[config.mk]
export PLATFORM = sky130hd
export DESIGN_NAME = reset_state_initializer
export DESIGN_NICKNAME = d
export VERILOG_FILES = /design/src/design/reset_init_pkg.sv /design/src/design/osc_tick.sv /design/src/design/reset_state_initializer.sv
export SDC_FILE = /design/constraint.sdc
export NUM_CORES = 1
export LEC_CHECK = 0
export BUFFER_PORTS_ARGS = -buffer_cell sky130_fd_sc_hd__buf_2
export CORE_MARGIN = 5
export CORE_UTILIZATION = 55
export CTS_CLUSTER_SIZE = 20
export DETAILED_ROUTE_END_ITERATION = 16
export HOLD_SLACK_MARGIN = 0.15
export MAX_ROUTING_LAYER = met4
export PLACE_DENSITY = 0.81
export SLEW_MARGIN = 20
export SYNTH_ARGS = -nofsm -noshare
export SYNTH_HDL_FRONTEND = slang
export SYNTH_SLANG_ARGS = --single-unit
export TNS_END_PERCENT = 20
[constraint.sdc]
create_clock -name clock_i -period 15.2 [get_ports clock_i]
set_clock_uncertainty 0.1 [all_clocks]
set_input_delay 2.28 -clock clock_i [delete_from_list [all_inputs] [get_ports clock_i]]
set_output_delay 2.28 -clock clock_i [all_outputs]
set_load 0.05 [all_outputs]
[src/design/reset_init_pkg.sv]
package reset_init_pkg;

  // ****************************************
  // Initial register values
  // ****************************************
  localparam logic [7:0]  PORT_LATCH_INIT    = 8'h00;
  localparam logic [7:0]  PORT_DIR_INIT      = 8'hff;
  localparam logic [7:0]  PULLUP_INIT        = 8'h00;
  localparam logic [7:0]  MEM_SIZE_INIT      = 8'hcf;
  localparam logic [7:0]  SETTLE_SEL_INIT    = 8'h05;
  localparam logic [7:0]  CLEAR8             = 8'h00;
  localparam logic [15:0] CLEAR16            = 16'h0000;
  localparam logic [7:0]  WDT_MODE_INIT      = 8'h67;
  localparam logic [7:0]  WDT_ENABLE_INIT    = 8'h9a;
  localparam logic [15:0] RESET_VECTOR_ADDR  = 16'h0000;

  // ****************************************
  // Timing
  // ****************************************
  localparam int          CLK_PERIOD_NS      = 8;
  localparam int          OSC_PERIOD_NS      = 1000;
  localparam int          OSC_DIV            = OSC_PERIOD_NS / CLK_PERIOD_NS;
  localparam int          STOP_OSC_PERIODS   = 17;

  // ****************************************
  // Register map of the register bus
  // ****************************************
  localparam logic [7:0]  ADDR_PORT_LATCH    = 8'h00;
  localparam logic [7:0]  ADDR_PORT_TWO      = 8'h01;
  localparam logic [7:0]  ADDR_PORT_DIR      = 8'h02;
  localparam logic [7:0]  ADDR_PULLUP        = 8'h03;
  localparam logic [7:0]  ADDR_MEM_SIZE      = 8'h04;
  localparam logic [7:0]  ADDR_SETTLE_SEL    = 8'h05;
  localparam logic [7:0]  ADDR_SETTLE_STAT   = 8'h06;
  localparam logic [7:0]  ADDR_PROC_CLK      = 8'h07;
  localparam logic [7:0]  ADDR_INT_OSC       = 8'h08;
  localparam logic [7:0]  ADDR_MAIN_CLK      = 8'h09;
  localparam logic [7:0]  ADDR_MAIN_OSC      = 8'h0a;
  localparam logic [7:0]  ADDR_WIDE_CNT_LO   = 8'h10;
  localparam logic [7:0]  ADDR_WIDE_CNT_HI   = 8'h11;
  localparam logic [7:0]  ADDR_WIDE_CCA_LO   = 8'h12;
  localparam logic [7:0]  ADDR_WIDE_CCA_HI   = 8'h13;
  localparam logic [7:0]  ADDR_WIDE_CCB_LO   = 8'h14;
  localparam logic [7:0]  ADDR_WIDE_CCB_HI   = 8'h15;
  localparam logic [7:0]  ADDR_WIDE_CTRL0    = 8'h16;
  localparam logic [7:0]  ADDR_BYTE_BASE     = 8'h20;
  localparam logic [7:0]  ADDR_IVL_BASE      = 8'h30;
  localparam logic [7:0]  ADDR_CARRIER       = 8'h38;
  localparam logic [7:0]  ADDR_WDT_MODE      = 8'h40;
  localparam logic [7:0]  ADDR_WDT_ENABLE    = 8'h41;
  localparam logic [7:0]  ADDR_STATUS        = 8'h42;
  localparam logic [7:0]  ADDR_RAM_BASE      = 8'h80;

  typedef enum logic [1:0] {
    SEQ_RESET = 2'b00,
    SEQ_STOP  = 2'b01,
    SEQ_RUN   = 2'b10
  } seq_state_t;

  typedef struct packed {
    logic [7:0] addr;
    logic [7:0] wdata;
    logic       wr;
    logic       rd;
  } reg_req_t;

endpackage : reset_init_pkg

[src/design/osc_tick.sv]
`timescale 1ns/100ps
module osc_tick #(
  parameter int DIV = 125
) (
  input  wire logic clock_i,
  input  wire logic reset_i,
  output logic      tick_o
);

  typedef struct packed {
    logic [15:0] cnt;
    logic        tick;
  } tick_state_t;

  tick_state_t state;
  tick_state_t next_state;

  always_comb begin
    next_state      = state;
    next_state.tick = 1'b0;
    if (state.cnt == 16'(DIV - 1)) begin
      next_state.cnt  = 16'h0000;
      next_state.tick = 1'b1;
    end else begin
      next_state.cnt = state.cnt + 16'h0001;
    end
  end

  always_ff @(posedge clock_i) begin
    if (reset_i) begin
      state <= '0;
    end else begin
      state <= next_state;
    end
  end

  assign tick_o = state.tick;

endmodule : osc_tick

[src/design/reset_state_initializer.sv]
`timescale 1ns/100ps
module reset_state_initializer #(
  parameter int RAM_WORDS = 16
) (
  input  wire logic        clock_i,
  input  wire logic        reset_i,
  input  wire logic        ext_reset_n_i,
  input  wire logic        wdt_overflow_i,
  input  wire logic        clock_monitor_reset_i,
  input  wire logic        voltage_reset_i,
  input  wire logic        standby_i,
  input  wire logic [15:0] vector_data_i,
  input  wire logic [7:0]  addr_i,
  input  wire logic [7:0]  wdata_i,
  input  wire logic        wr_i,
  input  wire logic        rd_i,
  output logic [7:0]       rdata_o,
  output logic [15:0]      vector_addr_o,
  output logic [15:0]      program_counter_o,
  output logic             cpu_run_o,
  output logic             internal_reset_o,
  output logic [7:0]       port_out_o,
  output logic [7:0]       port_oe_o,
  output logic             reset_indicator_pin_o,
  output logic             reset_indicator_pin_oe_o
);

  // ****************************************
  // State
  // ****************************************
  typedef struct packed {
    reset_init_pkg::seq_state_t seq;
    logic [4:0]  stop_cnt;
    logic        int_reset;
    logic        pc_valid;
    logic [15:0] pc;
    logic [7:0]  port_latch;
    logic [7:0]  port_two_latch;
    logic [7:0]  port_direction_register;
    logic [7:0]  pullup_select_register;
    logic [7:0]  memory_size_select;
    logic [7:0]  osc_settle_time_select;
    logic [7:0]  osc_settle_counter_status;
    logic [7:0]  processor_clock_control;
    logic [7:0]  internal_osc_control;
    logic [7:0]  main_clock_select;
    logic [7:0]  main_osc_control;
    logic [15:0] wide_timer_counter;
    logic [15:0] wide_capture_compare_a;
    logic [15:0] wide_capture_compare_b;
    logic [31:0] wide_ctrl;
    logic [7:0]  byte_event_counter_a;
    logic [7:0]  byte_event_counter_b;
    logic [47:0] byte_ctrl;
    logic [31:0] ivl_ctrl;
    logic [7:0]  carrier_control;
    logic [7:0]  watchdog_mode_register;
    logic [7:0]  watchdog_enable_register;
    logic        ind_level;
    logic [7:0]  rdata;
  } init_state_t;

  init_state_t state;
  init_state_t next_state;
  logic [7:0]  ram [RAM_WORDS];
  logic        osc_tick;
  logic        any_reset;
  logic        wdt_self_reset;
  logic [7:0]  ram_rdata;
  logic [3:0]  ram_idx;

  // Divider restarts with every source, so the stop span is always whole periods
  osc_tick #(
    .DIV (reset_init_pkg::OSC_DIV)
  ) u_osc_tick (
    .clock_i (clock_i),
    .reset_i (any_reset),
    .tick_o  (osc_tick)
  );

  // Sources all treated alike; inputs are synchronous to clock_i
  assign any_reset      = reset_i | ~ext_reset_n_i | wdt_overflow_i
                        | clock_monitor_reset_i | voltage_reset_i;
  assign wdt_self_reset = wdt_overflow_i;
  assign ram_idx        = addr_i[3:0];
  assign ram_rdata      = ram[ram_idx];

  // ****************************************
  // Next state
  // ****************************************
  always_comb begin
    next_state       = state;
    next_state.rdata = 8'h00;
    if (any_reset) begin
      next_state.seq                       = reset_init_pkg::SEQ_RESET;
      next_state.int_reset                 = 1'b1;
      next_state.stop_cnt                  = 5'h00;
      next_state.pc_valid                  = 1'b0;
      next_state.port_latch                = reset_init_pkg::PORT_LATCH_INIT;
      next_state.port_direction_register   = reset_init_pkg::PORT_DIR_INIT;
      next_state.pullup_select_register    = reset_init_pkg::PULLUP_INIT;
      next_state.memory_size_select        = reset_init_pkg::MEM_SIZE_INIT;
      next_state.osc_settle_time_select    = reset_init_pkg::SETTLE_SEL_INIT;
      next_state.osc_settle_counter_status = reset_init_pkg::CLEAR8;
      next_state.processor_clock_control   = reset_init_pkg::CLEAR8;
      next_state.internal_osc_control      = reset_init_pkg::CLEAR8;
      next_state.main_clock_select         = reset_init_pkg::CLEAR8;
      next_state.main_osc_control          = reset_init_pkg::CLEAR8;
      next_state.wide_timer_counter        = reset_init_pkg::CLEAR16;
      next_state.wide_capture_compare_a    = reset_init_pkg::CLEAR16;
      next_state.wide_capture_compare_b    = reset_init_pkg::CLEAR16;
      next_state.wide_ctrl                 = '0;
      next_state.byte_event_counter_a      = reset_init_pkg::CLEAR8;
      next_state.byte_event_counter_b      = reset_init_pkg::CLEAR8;
      next_state.byte_ctrl                 = '0;
      next_state.ivl_ctrl                  = '0;
      next_state.carrier_control           = reset_init_pkg::CLEAR8;
      next_state.watchdog_mode_register    = reset_init_pkg::WDT_MODE_INIT;
      next_state.watchdog_enable_register  = reset_init_pkg::WDT_ENABLE_INIT;
      // Port two latch is left as it was: undefined by design
    end else begin
      case (state.seq)
        reset_init_pkg::SEQ_RESET: begin
          next_state.seq      = reset_init_pkg::SEQ_STOP;
          next_state.stop_cnt = 5'h00;
        end
        reset_init_pkg::SEQ_STOP: begin
          if (osc_tick) begin
            if (state.stop_cnt == 5'(reset_init_pkg::STOP_OSC_PERIODS - 1)) begin
              next_state.seq       = reset_init_pkg::SEQ_RUN;
              next_state.int_reset = 1'b0;
              next_state.pc        = vector_data_i;
              next_state.pc_valid  = 1'b1;
            end else begin
              next_state.stop_cnt = state.stop_cnt + 5'h01;
            end
          end
        end
        reset_init_pkg::SEQ_RUN: begin
          if (wr_i) begin
            if (addr_i == reset_init_pkg::ADDR_PORT_LATCH) begin
              next_state.port_latch = wdata_i;
            end else if (addr_i == reset_init_pkg::ADDR_PORT_TWO) begin
              next_state.port_two_latch = wdata_i;
            end else if (addr_i == reset_init_pkg::ADDR_PORT_DIR) begin
              next_state.port_direction_register = wdata_i;
            end else if (addr_i == reset_init_pkg::ADDR_PULLUP) begin
              next_state.pullup_select_register = wdata_i;
            end else if (addr_i == reset_init_pkg::ADDR_MEM_SIZE) begin
              next_state.memory_size_select = wdata_i;
            end else if (addr_i == reset_init_pkg::ADDR_SETTLE_SEL) begin
              next_state.osc_settle_time_select = wdata_i;
            end else if (addr_i == reset_init_pkg::ADDR_PROC_CLK) begin
              next_state.processor_clock_control = wdata_i;
            end else if (addr_i == reset_init_pkg::ADDR_INT_OSC) begin
              next_state.internal_osc_control = wdata_i;
            end else if (addr_i == reset_init_pkg::ADDR_MAIN_CLK) begin
              next_state.main_clock_select = wdata_i;
            end else if (addr_i == reset_init_pkg::ADDR_MAIN_OSC) begin
              next_state.main_osc_control = wdata_i;
            end else if (addr_i == reset_init_pkg::ADDR_WIDE_CNT_LO) begin
              next_state.wide_timer_counter[7:0] = wdata_i;
            end else if (addr_i == reset_init_pkg::ADDR_WIDE_CNT_HI) begin
              next_state.wide_timer_counter[15:8] = wdata_i;
            end else if (addr_i == reset_init_pkg::ADDR_WIDE_CCA_LO) begin
              next_state.wide_capture_compare_a[7:0] = wdata_i;
            end else if (addr_i == reset_init_pkg::ADDR_WIDE_CCA_HI) begin
              next_state.wide_capture_compare_a[15:8] = wdata_i;
            end else if (addr_i == reset_init_pkg::ADDR_WIDE_CCB_LO) begin
              next_state.wide_capture_compare_b[7:0] = wdata_i;
            end else if (addr_i == reset_init_pkg::ADDR_WIDE_CCB_HI) begin
              next_state.wide_capture_compare_b[15:8] = wdata_i;
            end else if (addr_i >= reset_init_pkg::ADDR_WIDE_CTRL0
                         && addr_i <= reset_init_pkg::ADDR_WIDE_CTRL0 + 8'h03) begin
              next_state.wide_ctrl[2'(addr_i - reset_init_pkg::ADDR_WIDE_CTRL0)*8 +: 8] = wdata_i;
            end else if (addr_i == reset_init_pkg::ADDR_BYTE_BASE) begin
              next_state.byte_event_counter_a = wdata_i;
            end else if (addr_i == reset_init_pkg::ADDR_BYTE_BASE + 8'h01) begin
              next_state.byte_event_counter_b = wdata_i;
            end else if (addr_i[7:3] == reset_init_pkg::ADDR_BYTE_BASE[7:3]
                         && addr_i[2:1] != 2'b00) begin
              next_state.byte_ctrl[(addr_i[2:0] - 3'h2)*8 +: 8] = wdata_i;
            end else if (addr_i[7:2] == reset_init_pkg::ADDR_IVL_BASE[7:2]) begin
              next_state.ivl_ctrl[addr_i[1:0]*8 +: 8] = wdata_i;
            end else if (addr_i == reset_init_pkg::ADDR_CARRIER) begin
              next_state.carrier_control = wdata_i;
            end else if (addr_i == reset_init_pkg::ADDR_WDT_MODE) begin
              next_state.watchdog_mode_register = wdata_i;
            end else if (addr_i == reset_init_pkg::ADDR_WDT_ENABLE) begin
              next_state.watchdog_enable_register = wdata_i;
            end
          end
          if (state.port_direction_register[7] == 1'b0) begin
            next_state.ind_level = state.port_latch[7];
          end
        end
        default: begin
          next_state.seq = reset_init_pkg::SEQ_RESET;
        end
      endcase
    end
    if (any_reset) begin
      next_state.ind_level = 1'b0;
    end
    if (rd_i) begin
      if (addr_i == reset_init_pkg::ADDR_PORT_LATCH) begin
        next_state.rdata = state.port_latch;
      end else if (addr_i == reset_init_pkg::ADDR_PORT_TWO) begin
        next_state.rdata = state.port_two_latch;
      end else if (addr_i == reset_init_pkg::ADDR_PORT_DIR) begin
        next_state.rdata = state.port_direction_register;
      end else if (addr_i == reset_init_pkg::ADDR_PULLUP) begin
        next_state.rdata = state.pullup_select_register;
      end else if (addr_i == reset_init_pkg::ADDR_MEM_SIZE) begin
        next_state.rdata = state.memory_size_select;
      end else if (addr_i == reset_init_pkg::ADDR_SETTLE_SEL) begin
        next_state.rdata = state.osc_settle_time_select;
      end else if (addr_i == reset_init_pkg::ADDR_SETTLE_STAT) begin
        next_state.rdata = state.osc_settle_counter_status;
      end else if (addr_i == reset_init_pkg::ADDR_PROC_CLK) begin
        next_state.rdata = state.processor_clock_control;
      end else if (addr_i == reset_init_pkg::ADDR_INT_OSC) begin
        next_state.rdata = state.internal_osc_control;
      end else if (addr_i == reset_init_pkg::ADDR_MAIN_CLK) begin
        next_state.rdata = state.main_clock_select;
      end else if (addr_i == reset_init_pkg::ADDR_MAIN_OSC) begin
        next_state.rdata = state.main_osc_control;
      end else if (addr_i == reset_init_pkg::ADDR_WIDE_CNT_LO) begin
        next_state.rdata = state.wide_timer_counter[7:0];
      end else if (addr_i == reset_init_pkg::ADDR_WIDE_CNT_HI) begin
        next_state.rdata = state.wide_timer_counter[15:8];
      end else if (addr_i == reset_init_pkg::ADDR_WIDE_CCA_LO) begin
        next_state.rdata = state.wide_capture_compare_a[7:0];
      end else if (addr_i == reset_init_pkg::ADDR_WIDE_CCA_HI) begin
        next_state.rdata = state.wide_capture_compare_a[15:8];
      end else if (addr_i == reset_init_pkg::ADDR_WIDE_CCB_LO) begin
        next_state.rdata = state.wide_capture_compare_b[7:0];
      end else if (addr_i == reset_init_pkg::ADDR_WIDE_CCB_HI) begin
        next_state.rdata = state.wide_capture_compare_b[15:8];
      end else if (addr_i >= reset_init_pkg::ADDR_WIDE_CTRL0
                   && addr_i <= reset_init_pkg::ADDR_WIDE_CTRL0 + 8'h03) begin
        next_state.rdata = state.wide_ctrl[2'(addr_i - reset_init_pkg::ADDR_WIDE_CTRL0)*8 +: 8];
      end else if (addr_i == reset_init_pkg::ADDR_BYTE_BASE) begin
        next_state.rdata = state.byte_event_counter_a;
      end else if (addr_i == reset_init_pkg::ADDR_BYTE_BASE + 8'h01) begin
        next_state.rdata = state.byte_event_counter_b;
      end else if (addr_i[7:3] == reset_init_pkg::ADDR_BYTE_BASE[7:3]
                   && addr_i[2:1] != 2'b00) begin
        next_state.rdata = state.byte_ctrl[(addr_i[2:0] - 3'h2)*8 +: 8];
      end else if (addr_i[7:2] == reset_init_pkg::ADDR_IVL_BASE[7:2]) begin
        next_state.rdata = state.ivl_ctrl[addr_i[1:0]*8 +: 8];
      end else if (addr_i == reset_init_pkg::ADDR_CARRIER) begin
        next_state.rdata = state.carrier_control;
      end else if (addr_i == reset_init_pkg::ADDR_WDT_MODE) begin
        next_state.rdata = state.watchdog_mode_register;
      end else if (addr_i == reset_init_pkg::ADDR_WDT_ENABLE) begin
        next_state.rdata = state.watchdog_enable_register;
      end else if (addr_i == reset_init_pkg::ADDR_STATUS) begin
        next_state.rdata = {5'h00, state.pc_valid, state.seq};
      end else if (addr_i[7] == 1'b1) begin
        next_state.rdata = ram_rdata;
      end
    end
  end

  // ****************************************
  // Registers
  // ****************************************
  // State apart from port_two_latch and pc reset by the combined source so every start looks the same
  always_ff @(posedge clock_i) begin
    state <= next_state;
  end

  // RAM has no reset so standby contents survive any reset
  always_ff @(posedge clock_i) begin
    if (!any_reset && state.seq == reset_init_pkg::SEQ_RUN && wr_i && addr_i[7]) begin
      ram[ram_idx] <= wdata_i;
    end
  end

  // ****************************************
  // Outputs
  // ****************************************
  assign rdata_o                  = state.rdata;
  assign vector_addr_o            = reset_init_pkg::RESET_VECTOR_ADDR;
  assign program_counter_o        = state.pc;
  assign cpu_run_o                = (state.seq == reset_init_pkg::SEQ_RUN);
  assign internal_reset_o         = state.int_reset;
  assign port_out_o               = state.port_latch;
  assign port_oe_o                = state.int_reset ? 8'h00
                                  : ~state.port_direction_register;
  assign reset_indicator_pin_o    = state.ind_level;
  assign reset_indicator_pin_oe_o = 1'b1;

  // ****************************************
  // Checks
  // ****************************************
  property p_ind_low;
    @(posedge clock_i) any_reset |=> !reset_indicator_pin_o;
  endproperty
  a_ind_low: assert property (p_ind_low) else $error("indicator not low");

  property p_hiz;
    @(posedge clock_i) any_reset |=> port_oe_o == 8'h00;
  endproperty
  a_hiz: assert property (p_hiz) else $error("port driven in reset");

  property p_wdt;
    @(posedge clock_i) wdt_self_reset |=>
      state.watchdog_mode_register == reset_init_pkg::WDT_MODE_INIT
      && state.watchdog_enable_register == reset_init_pkg::WDT_ENABLE_INIT;
  endproperty
  a_wdt: assert property (p_wdt) else $error("watchdog not reset");

  property p_dir;
    @(posedge clock_i) any_reset |=>
      state.port_direction_register == reset_init_pkg::PORT_DIR_INIT
      && state.pullup_select_register == reset_init_pkg::PULLUP_INIT
      && state.port_latch == reset_init_pkg::PORT_LATCH_INIT;
  endproperty
  a_dir: assert property (p_dir) else $error("port init wrong");

  property p_clk;
    @(posedge clock_i) any_reset |=>
      state.memory_size_select == reset_init_pkg::MEM_SIZE_INIT
      && state.osc_settle_time_select == reset_init_pkg::SETTLE_SEL_INIT;
  endproperty
  a_clk: assert property (p_clk) else $error("clock init wrong");

  property p_timer;
    @(posedge clock_i) any_reset |=>
      state.wide_timer_counter == reset_init_pkg::CLEAR16
      && state.byte_event_counter_a == reset_init_pkg::CLEAR8
      && state.carrier_control == reset_init_pkg::CLEAR8;
  endproperty
  a_timer: assert property (p_timer) else $error("timer init wrong");

  property p_stop;
    @(posedge clock_i) disable iff (any_reset)
      $rose(cpu_run_o) |->
        $past(state.stop_cnt) == 5'(reset_init_pkg::STOP_OSC_PERIODS - 1);
  endproperty
  a_stop: assert property (p_stop) else $error("stop length wrong");

  property p_pc;
    @(posedge clock_i) $rose(cpu_run_o) |-> program_counter_o == $past(vector_data_i);
  endproperty
  a_pc: assert property (p_pc) else $error("vector not loaded");

endmodule : reset_state_initializer

=== Word level (Yosys, flattened, before mapping) ===
Memory sizes are Yosys's and may differ from the RTL's.
Index checks and enable logic that the tools add are counted.
Widths: inputs -> output; s select.

* Register bits after elaboration: 331
* Bits in latches: 0
* RAM bits: 128
* Bits in read-only memories: 0
* Input port bits: 41
* Output and inout port bits: 60
* Logic and storage cells: 195
* Memories kept: 1

{| class="wikitable"
|+ Memories
! memory !! depth !! width !! rd ports !! clocked after memory_dff !! wr ports !! line !! source
|-
| ram || 16 || 8 || 1 || 0 || 1 || reset_state_initializer.sv:65 || <nowiki>logic [7:0] ram [RAM_WORDS];</nowiki>
|}

* Add/subtract/negate cells: 7
* $mul: 0
* Divide/modulo/power cells: 0
* $lt $le $gt $ge: 2
* Equal/unequal tests: 31
* Shift-type cells: 9
* Muxes and demuxes: 40
* Bitwise logic cells: 32
* Reduce and logical (&&, ||, !) cells: 40

{| class="wikitable"
|+ Operators by type and width
! kind !! number
|-
| $mux 8 || 28
|-
| $neg 5->34 || 2
|-
| $shift 8x34->32 const A || 2
|-
| $shiftx 8x34->32 || 2
|-
| $bwmux 32 || 2
|-
| $shiftx 32x6->8 || 2
|-
| $bwmux 48 || 1
|-
| $eq 8x5->1 const B || 6
|-
| $shift 8x34->48 const A || 1
|-
| $shiftx 48x33->8 || 1
|-
| $shiftx 8x34->48 || 1
|-
| $neg 32->34 || 1
|-
| $eq 8x3->1 const B || 4
|-
| $not 1->1 || 27
|-
| $reduce_and 26->1 || 1
|-
| $mux 25 || 1
|-
| $reduce_and 25->1 || 1
|-
| $eq 8x4->1 const B || 3
|-
| $eq 8x6->1 const B || 3
|-
| $eq 8x7->1 const B || 3
|-
| $reduce_and 24->1 || 1
|-
| $reduce_and 23->1 || 1
|-
| $reduce_and 22->1 || 1
|-
| $reduce_and 21->1 || 1
|-
| 49 further kinds || 65
|}

=== Logic depth before layout (Yosys ltp) ===
An unclocked memory read counts as a cell.

* Depth in word-level cells: 28
* Gate-level depth with buffers: 17

=== By module ===
A second synthesis with hierarchy kept.

* Cells, all modules: 2117
* Area total of the unflattened synthesis: 21124.0 µm²

{| class="wikitable"
|+ Modules (own cells, without submodules)
! module !! times used !! cells an instance !! area each (µm²) !! sequential area each (µm²)
|-
| reset_state_initializer || 1 || 2031 || 20343.3 || 10369.9
|-
| osc_tick || 1 || 86 || 780.7 || 340.3
|}

=== Worst setup path after synthesis ===
OpenSTA, ideal clock, no wires.

* Path kind: input port to flip-flop
* Start point: input port addr_i[1]
* End point: register state[65] (netlist name)
* Arrival time: 6215 ps
* Required time: 14972 ps
* Slack: 8758 ps
* Stages: 16
* Path buffers: 5
* Cell sequence: clkbuf_1 > buf_2 > clkbuf_1 > buf_1 > inv_1 > ha_1 > inv_1 > ha_1 > clkbuf_1 > or4bb_1 > a211oi_1 > nand2_1 > nor4b_1 > nand3_2 > mux2i_1 > nor2_1

* Cells in the longest elaborated chain, start to end: 4
* Elaborated cells between the ends (all ways): 48

{| class="wikitable"
|+ RTL lines
! element !! line !! source
|-
| start, declared || reset_state_initializer.sv:13 || <nowiki>input wire logic [7:0] addr_i,</nowiki>
|-
| $sub 3x2->4, or another cell as far along || reset_state_initializer.sv:182 || <nowiki>next_state.byte_ctrl[(addr_i[2:0] - 3'h2)*8 +: 8] = wdata_i;</nowiki>
|-
| $neg 32->34 / $logic_and 1x1->1 (equally long branches) || reset_state_initializer.sv:182, reset_state_initializer.sv:174 ||
|-
| $shiftx 8x34->48, or another cell as far along || reset_state_initializer.sv:182 ||
|-
| $bwmux 48 / $reduce_and 22->1 (equally long branches) || -- ||
|-
| end signal, assigned || reset_state_initializer.sv:271 || <nowiki>state <= next_state;</nowiki>
|-
| end, declared || reset_state_initializer.sv:63 || <nowiki>init_state_t state;</nowiki>
|}

Several ways; a longest one is shown, not always the timed one.
A chain may end at the register's enable or synchronous reset.

=== Final worst setup path ===
* Start point: input port addr_i[0]
* End point: register state[97] (netlist name)

Same word-level chain as after synthesis.

==> tab_implementation.tex <==
\begin{tabular}{lr}
\hline
Metric & Value \\
\hline
\multicolumn{2}{l}{\textbf{Global routing}} \\
\quad Wire length of the first global-routing pass & 97400 um \\
\quad Total GRT Usage & 0.306 \\
\quad Aggregate global routing overflow & 0 \\
\quad Number of global-route vias before repair & between 15k and 20k \\
\quad Initial antenna violation count & 3 \\
\quad Maximum number of pins on one net before global-route repair & 78 \\
\multicolumn{2}{l}{\textbf{Synthesis}} \\
\quad Distinct cell type count after synthesis & 85 \\
\quad Flop and latch count out of synthesis & around 460 \\
\quad Yosys synthesis warning count & 0 \\
\quad Avg Inst Size Synth & approximately 10 um\^{}2 \\
\quad Number of synthesized flops with an enable pin & approximately 150 \\
\quad Share of flip-flops with an asynchronous set or reset after synthesis & 0 \\
\quad Sequential element share of the synthesized area & 0.507 \\
\quad Post-synth design cell area & 21100 um\^{}2 \\
\quad Most frequently used flop master after synthesis & sky130\_fd\_sc\_hd\_\_dfxtp\_1 \\
\quad Instance count of the mapped netlist & between 2k and 2.5k \\
\multicolumn{2}{l}{\textbf{Detailed routing}} \\
\quad Routed length per instance & between 20 and 25 um \\
\quad DRT iter0 DRCs & 2509 \\
\quad Final Routed Wirelength & around 64000 um \\
\quad Post-route antenna net violation count & 0 \\
\quad Number of detailed-route iterations in the first pass & 7 \\
\quad Routed via count & 17.4k \\
\quad Ratio of routed vias to standard cells & between 6 and 7 \\
\quad DRC & 0 \\
\multicolumn{2}{l}{\textbf{Min path}} \\
\quad HP Class & register to register \\
\quad Worst hold stages & 2 \\
\quad Startpoint of the worst hold path & state[58] \\
\quad Terminating pin of the worst hold path & state[58] \\
\multicolumn{2}{l}{\textbf{CTS}} \\
\quad PostCTS Resize Cnt & 0 \\
\quad Number of clock sinks & between 400 and 500 \\
\quad Postcts setup bufs & 0 \\
\quad Clock slew seen by the registers of the worst setup and hold paths & about 0.06 ns \\
\quad Number of H-tree levels & 2 \\
\quad Clock latency reported for the late side of the worst-skew pair & 0.60 ns \\
\quad Number of hold-repair buffers added at the cts stage & 0 \\
\quad Number of buffers added by the clock tree synthesis step & between 40 and 50 \\
\quad CTS tree & yes \\
\quad CTS Root Buffer Type & sky130\_fd\_sc\_hd\_\_clkbuf\_16 \\
\quad Maximum clock insertion buffer count & 3 \\
\multicolumn{2}{l}{\textbf{Timing}} \\
\quad Count of final setup violators & 0 \\
\quad Share of the clock period used by the worst path after layout & 0.430 \\
\quad Fmax & between 150 and 200 MHz \\
\quad Sum of negative setup slack & 0 ns \\
\quad Max-slew headroom & 0.202 \\
\quad Number of max-slew violations in the final report & 0 \\
\quad Final critical path time including I/O delays and setup & between 6 and 7 ns \\
\quad RSZ-0062 raised after global routing & false \\
\quad Worst-Margin Slew & $\sim$1.2 ns \\
\quad Final hold violation count & 0 \\
\multicolumn{2}{l}{\textbf{Job}} \\
\quad Number of violations of the max-capacitance limit & 0 \\
\multicolumn{2}{l}{\textbf{Floorplan}} \\
\quad Core Rows & 71 \\
\quad Die width & roughly 210 um \\
\quad Initial Util & 0.559 \\
\quad Number of top-level pins & slightly above 100 \\
\quad Die area & between 40000 and 50000 um\^{}2 \\
\quad Placeable core region & 37800 um\^{}2 \\
\quad Die height & 206 um \\
\multicolumn{2}{l}{\textbf{Setup path}} \\
\quad R2r endpoint & ram[7][7] \\
\quad Source of the worst register-to-register timing path & state[321] \\
\quad Worst-path fanout max & 37 \\
\quad Worst R2R Path Depth & 4 \\
\quad Reg2Reg Setup Slack & $\sim$12 ns \\
\quad CP Launch Type & input port \\
\quad Arr. time, crit path & 6.89 ns \\
\quad Nature of the critical path endpoint & register \\
\quad CP required & approximately 16 ns \\
\quad Critical path type & input port to register \\
\multicolumn{2}{l}{\textbf{Pwr}} \\
\quad Power per unit of standard cell area & $\sim$110 nW/um\^{}2 \\
\quad Leak Pwr & around 0.008 uW \\
\quad Max rail drop VDD & 0.0817 mV \\
\multicolumn{2}{l}{\textbf{Outcome}} \\
\quad Outcome & finished clean \\
\multicolumn{2}{l}{\textbf{Finish}} \\
\quad Final core area utilization & 0.611 \\
\quad Highest-count cells in the layout ignoring fill and taps & 307 x sky130\_fd\_sc\_hd\_\_dfxtp\_1, 266 x sky130\_fd\_sc\_hd\_\_nand2\_1, 220 x sky130\_fd\_sc\_hd\_\_nor2\_1, 171 x sky130\_fd\_sc\_hd\_\_nand3\_1, 154 x sky130\_fd\_sc\_hd\_\_a21oi\_1 \\
\quad Nets & between 2k and 2.5k \\
\quad Most common library cell in the layout ignoring fill and taps & sky130\_fd\_sc\_hd\_\_dfxtp\_1 \\
\quad Fraction of layout cells with a size suffix above 1 & 0.142 \\
\quad Area added between synthesis and finish & 9.31\% \\
\multicolumn{2}{l}{\textbf{Placed design}} \\
\quad Final HPWL DP & between 40000 and 50000 um \\
\quad Final weighted congestion in routability-driven placement & about 0.99 \\
\quad Count of input and output buffers & 82 \\
\hline
\end{tabular}
-- area by class of cell --
| class | count | area, um^2 |
|---|---|---|
| diodes | 3 | 7.51 |
| clock buffers | 64 | 1320 |
| clock inverters | 22 | 156 |
| fillers | 3060 | 14700 |
| inverters | 15 | 56.3 |
| multi-input cells | 1462 | 9500 |
| flip-flops and latches | 459 | 10700 |
| well taps | 511 | 639 |
| repair buffers | 119 | 691 |
-- cell families (layout without fill, tap and decap cells) --
family                   count (synthesis)  count (layout)  share of synthesized area
AO/OA/AOI/OAI                          385             385                      0.114
buffers and inverters                  216             220                     0.0492
XOR/XNOR                                12              12                    0.00498
adder cells (fa/ha/maj)                 16              16                    0.00983
AND/OR/NAND/NOR                        832             832                      0.187
multiplexers                           200             200                      0.127
other                                    2              20                   0.000356
flip-flops                             459             459                      0.507
-- worst max-delay path, cell delays in order --
cell and delay, ns:
sky130_fd_sc_hd__buf_4 0.48, sky130_fd_sc_hd__clkinv_1 0.57, sky130_fd_sc_hd__ha_1 0.38, sky130_fd_sc_hd__buf_4 0.28, sky130_fd_sc_hd__inv_1 0.57, sky130_fd_sc_hd__o32ai_1 0.17
sky130_fd_sc_hd__a221oi_1 0.59, sky130_fd_sc_hd__nand4_4 0.27, sky130_fd_sc_hd__or4b_1 0.93, sky130_fd_sc_hd__nand3_1 0.25, sky130_fd_sc_hd__o21ai_2 0.07
-- synthesized netlist by cell type (12+ instances only) --
| cell type | n | area (um^2) |
|---|---|---|
| sky130_fd_sc_hd__and3_1 | 12 | 75.1 |
| sky130_fd_sc_hd__nand2_1 | 266 | 998 |
| sky130_fd_sc_hd__mux2i_1 | 135 | 1350 |
| sky130_fd_sc_hd__nand3_1 | 171 | 856 |
| sky130_fd_sc_hd__or3_1 | 15 | 93.8 |
| sky130_fd_sc_hd__dfxtp_1 | 307 | 6150 |
| sky130_fd_sc_hd__a21oi_1 | 154 | 771 |
| sky130_fd_sc_hd__edfxtp_1 | 152 | 4560 |
| sky130_fd_sc_hd__o211ai_1 | 15 | 113 |
| sky130_fd_sc_hd__o21ai_0 | 71 | 355 |
| sky130_fd_sc_hd__o22ai_1 | 15 | 93.8 |
| sky130_fd_sc_hd__ha_1 | 15 | 188 |
| sky130_fd_sc_hd__a22oi_1 | 13 | 97.6 |
| sky130_fd_sc_hd__clkbuf_1 | 110 | 413 |
| sky130_fd_sc_hd__buf_2 | 23 | 115 |
| sky130_fd_sc_hd__nor2_1 | 220 | 826 |
| sky130_fd_sc_hd__buf_4 | 49 | 368 |
| sky130_fd_sc_hd__mux4_2 | 54 | 1220 |
| sky130_fd_sc_hd__nor4_1 | 15 | 93.8 |
| sky130_fd_sc_hd__buf_1 | 16 | 60.1 |
| sky130_fd_sc_hd__nor3_1 | 40 | 200 |
| sky130_fd_sc_hd__inv_1 | 12 | 45.0 |
-- worst max path at each step --
stage	slack, ns	start	cells after the start	endpoint
after CTS	8.81	addr_i[0]	11	state[97]
after global placement	8.30	addr_i[0]	11	state[98]
after floorplan	8.76	addr_i[1]	16	state[65]
after detailed placement	8.24	addr_i[0]	11	state[97]
final	8.66	addr_i[0]	11	state[97]
after global routing	8.50	addr_i[0]	11	state[97]
-- state kept, by name (all words and copies together) (netlist names) --
register and cells:
internal_reset_o 1, port_out_o 8, program_counter_o 16, ram 128, rdata_o 8, reset_indicator_pin_o 1
state 280, u_osc_tick.state 16, u_osc_tick.tick_o 1
-- per-stage QoR --
step / hold slack, ns / cells / total power (uW) / instance area (um^2) / worst slack, ns
5_1_grt: 0.366 / 2655 / 2610 / 23100 / 8.50
4_1_cts: 0.352 / 2652 / 2550 / 23100 / 8.81
6_report: 0.352 / 2655 / 2540 / 23100 / 8.66
3_5_place_dp: 0.344 / 2566 / 1440 / 21600 / 8.24
3_3_place_gp: 0.334 / 2566 / 1440 / 21600 / 8.30
2_1_floorplan: 0.327 / 2137 / 1390 / 21200 / 8.76
-- routing by layer --
layer	part of all wire	vias up	wire, um	global-route usage
met4	0.047	0	3020	0.134
met3	0.11	238	6960	0.0723
li1	-	7619	-	-
met2	0.45	1087	28500	0.450
met1	0.40	8429	25500	0.406
met5	0	-	0	-
-- report_power, final --
part           internal, uW  switching, uW
combinational          38.4            119
sequential             1270          0.571
clock                   629            490
total                  1930            609
Note: power is estimated with default switching activity, not from simulation.
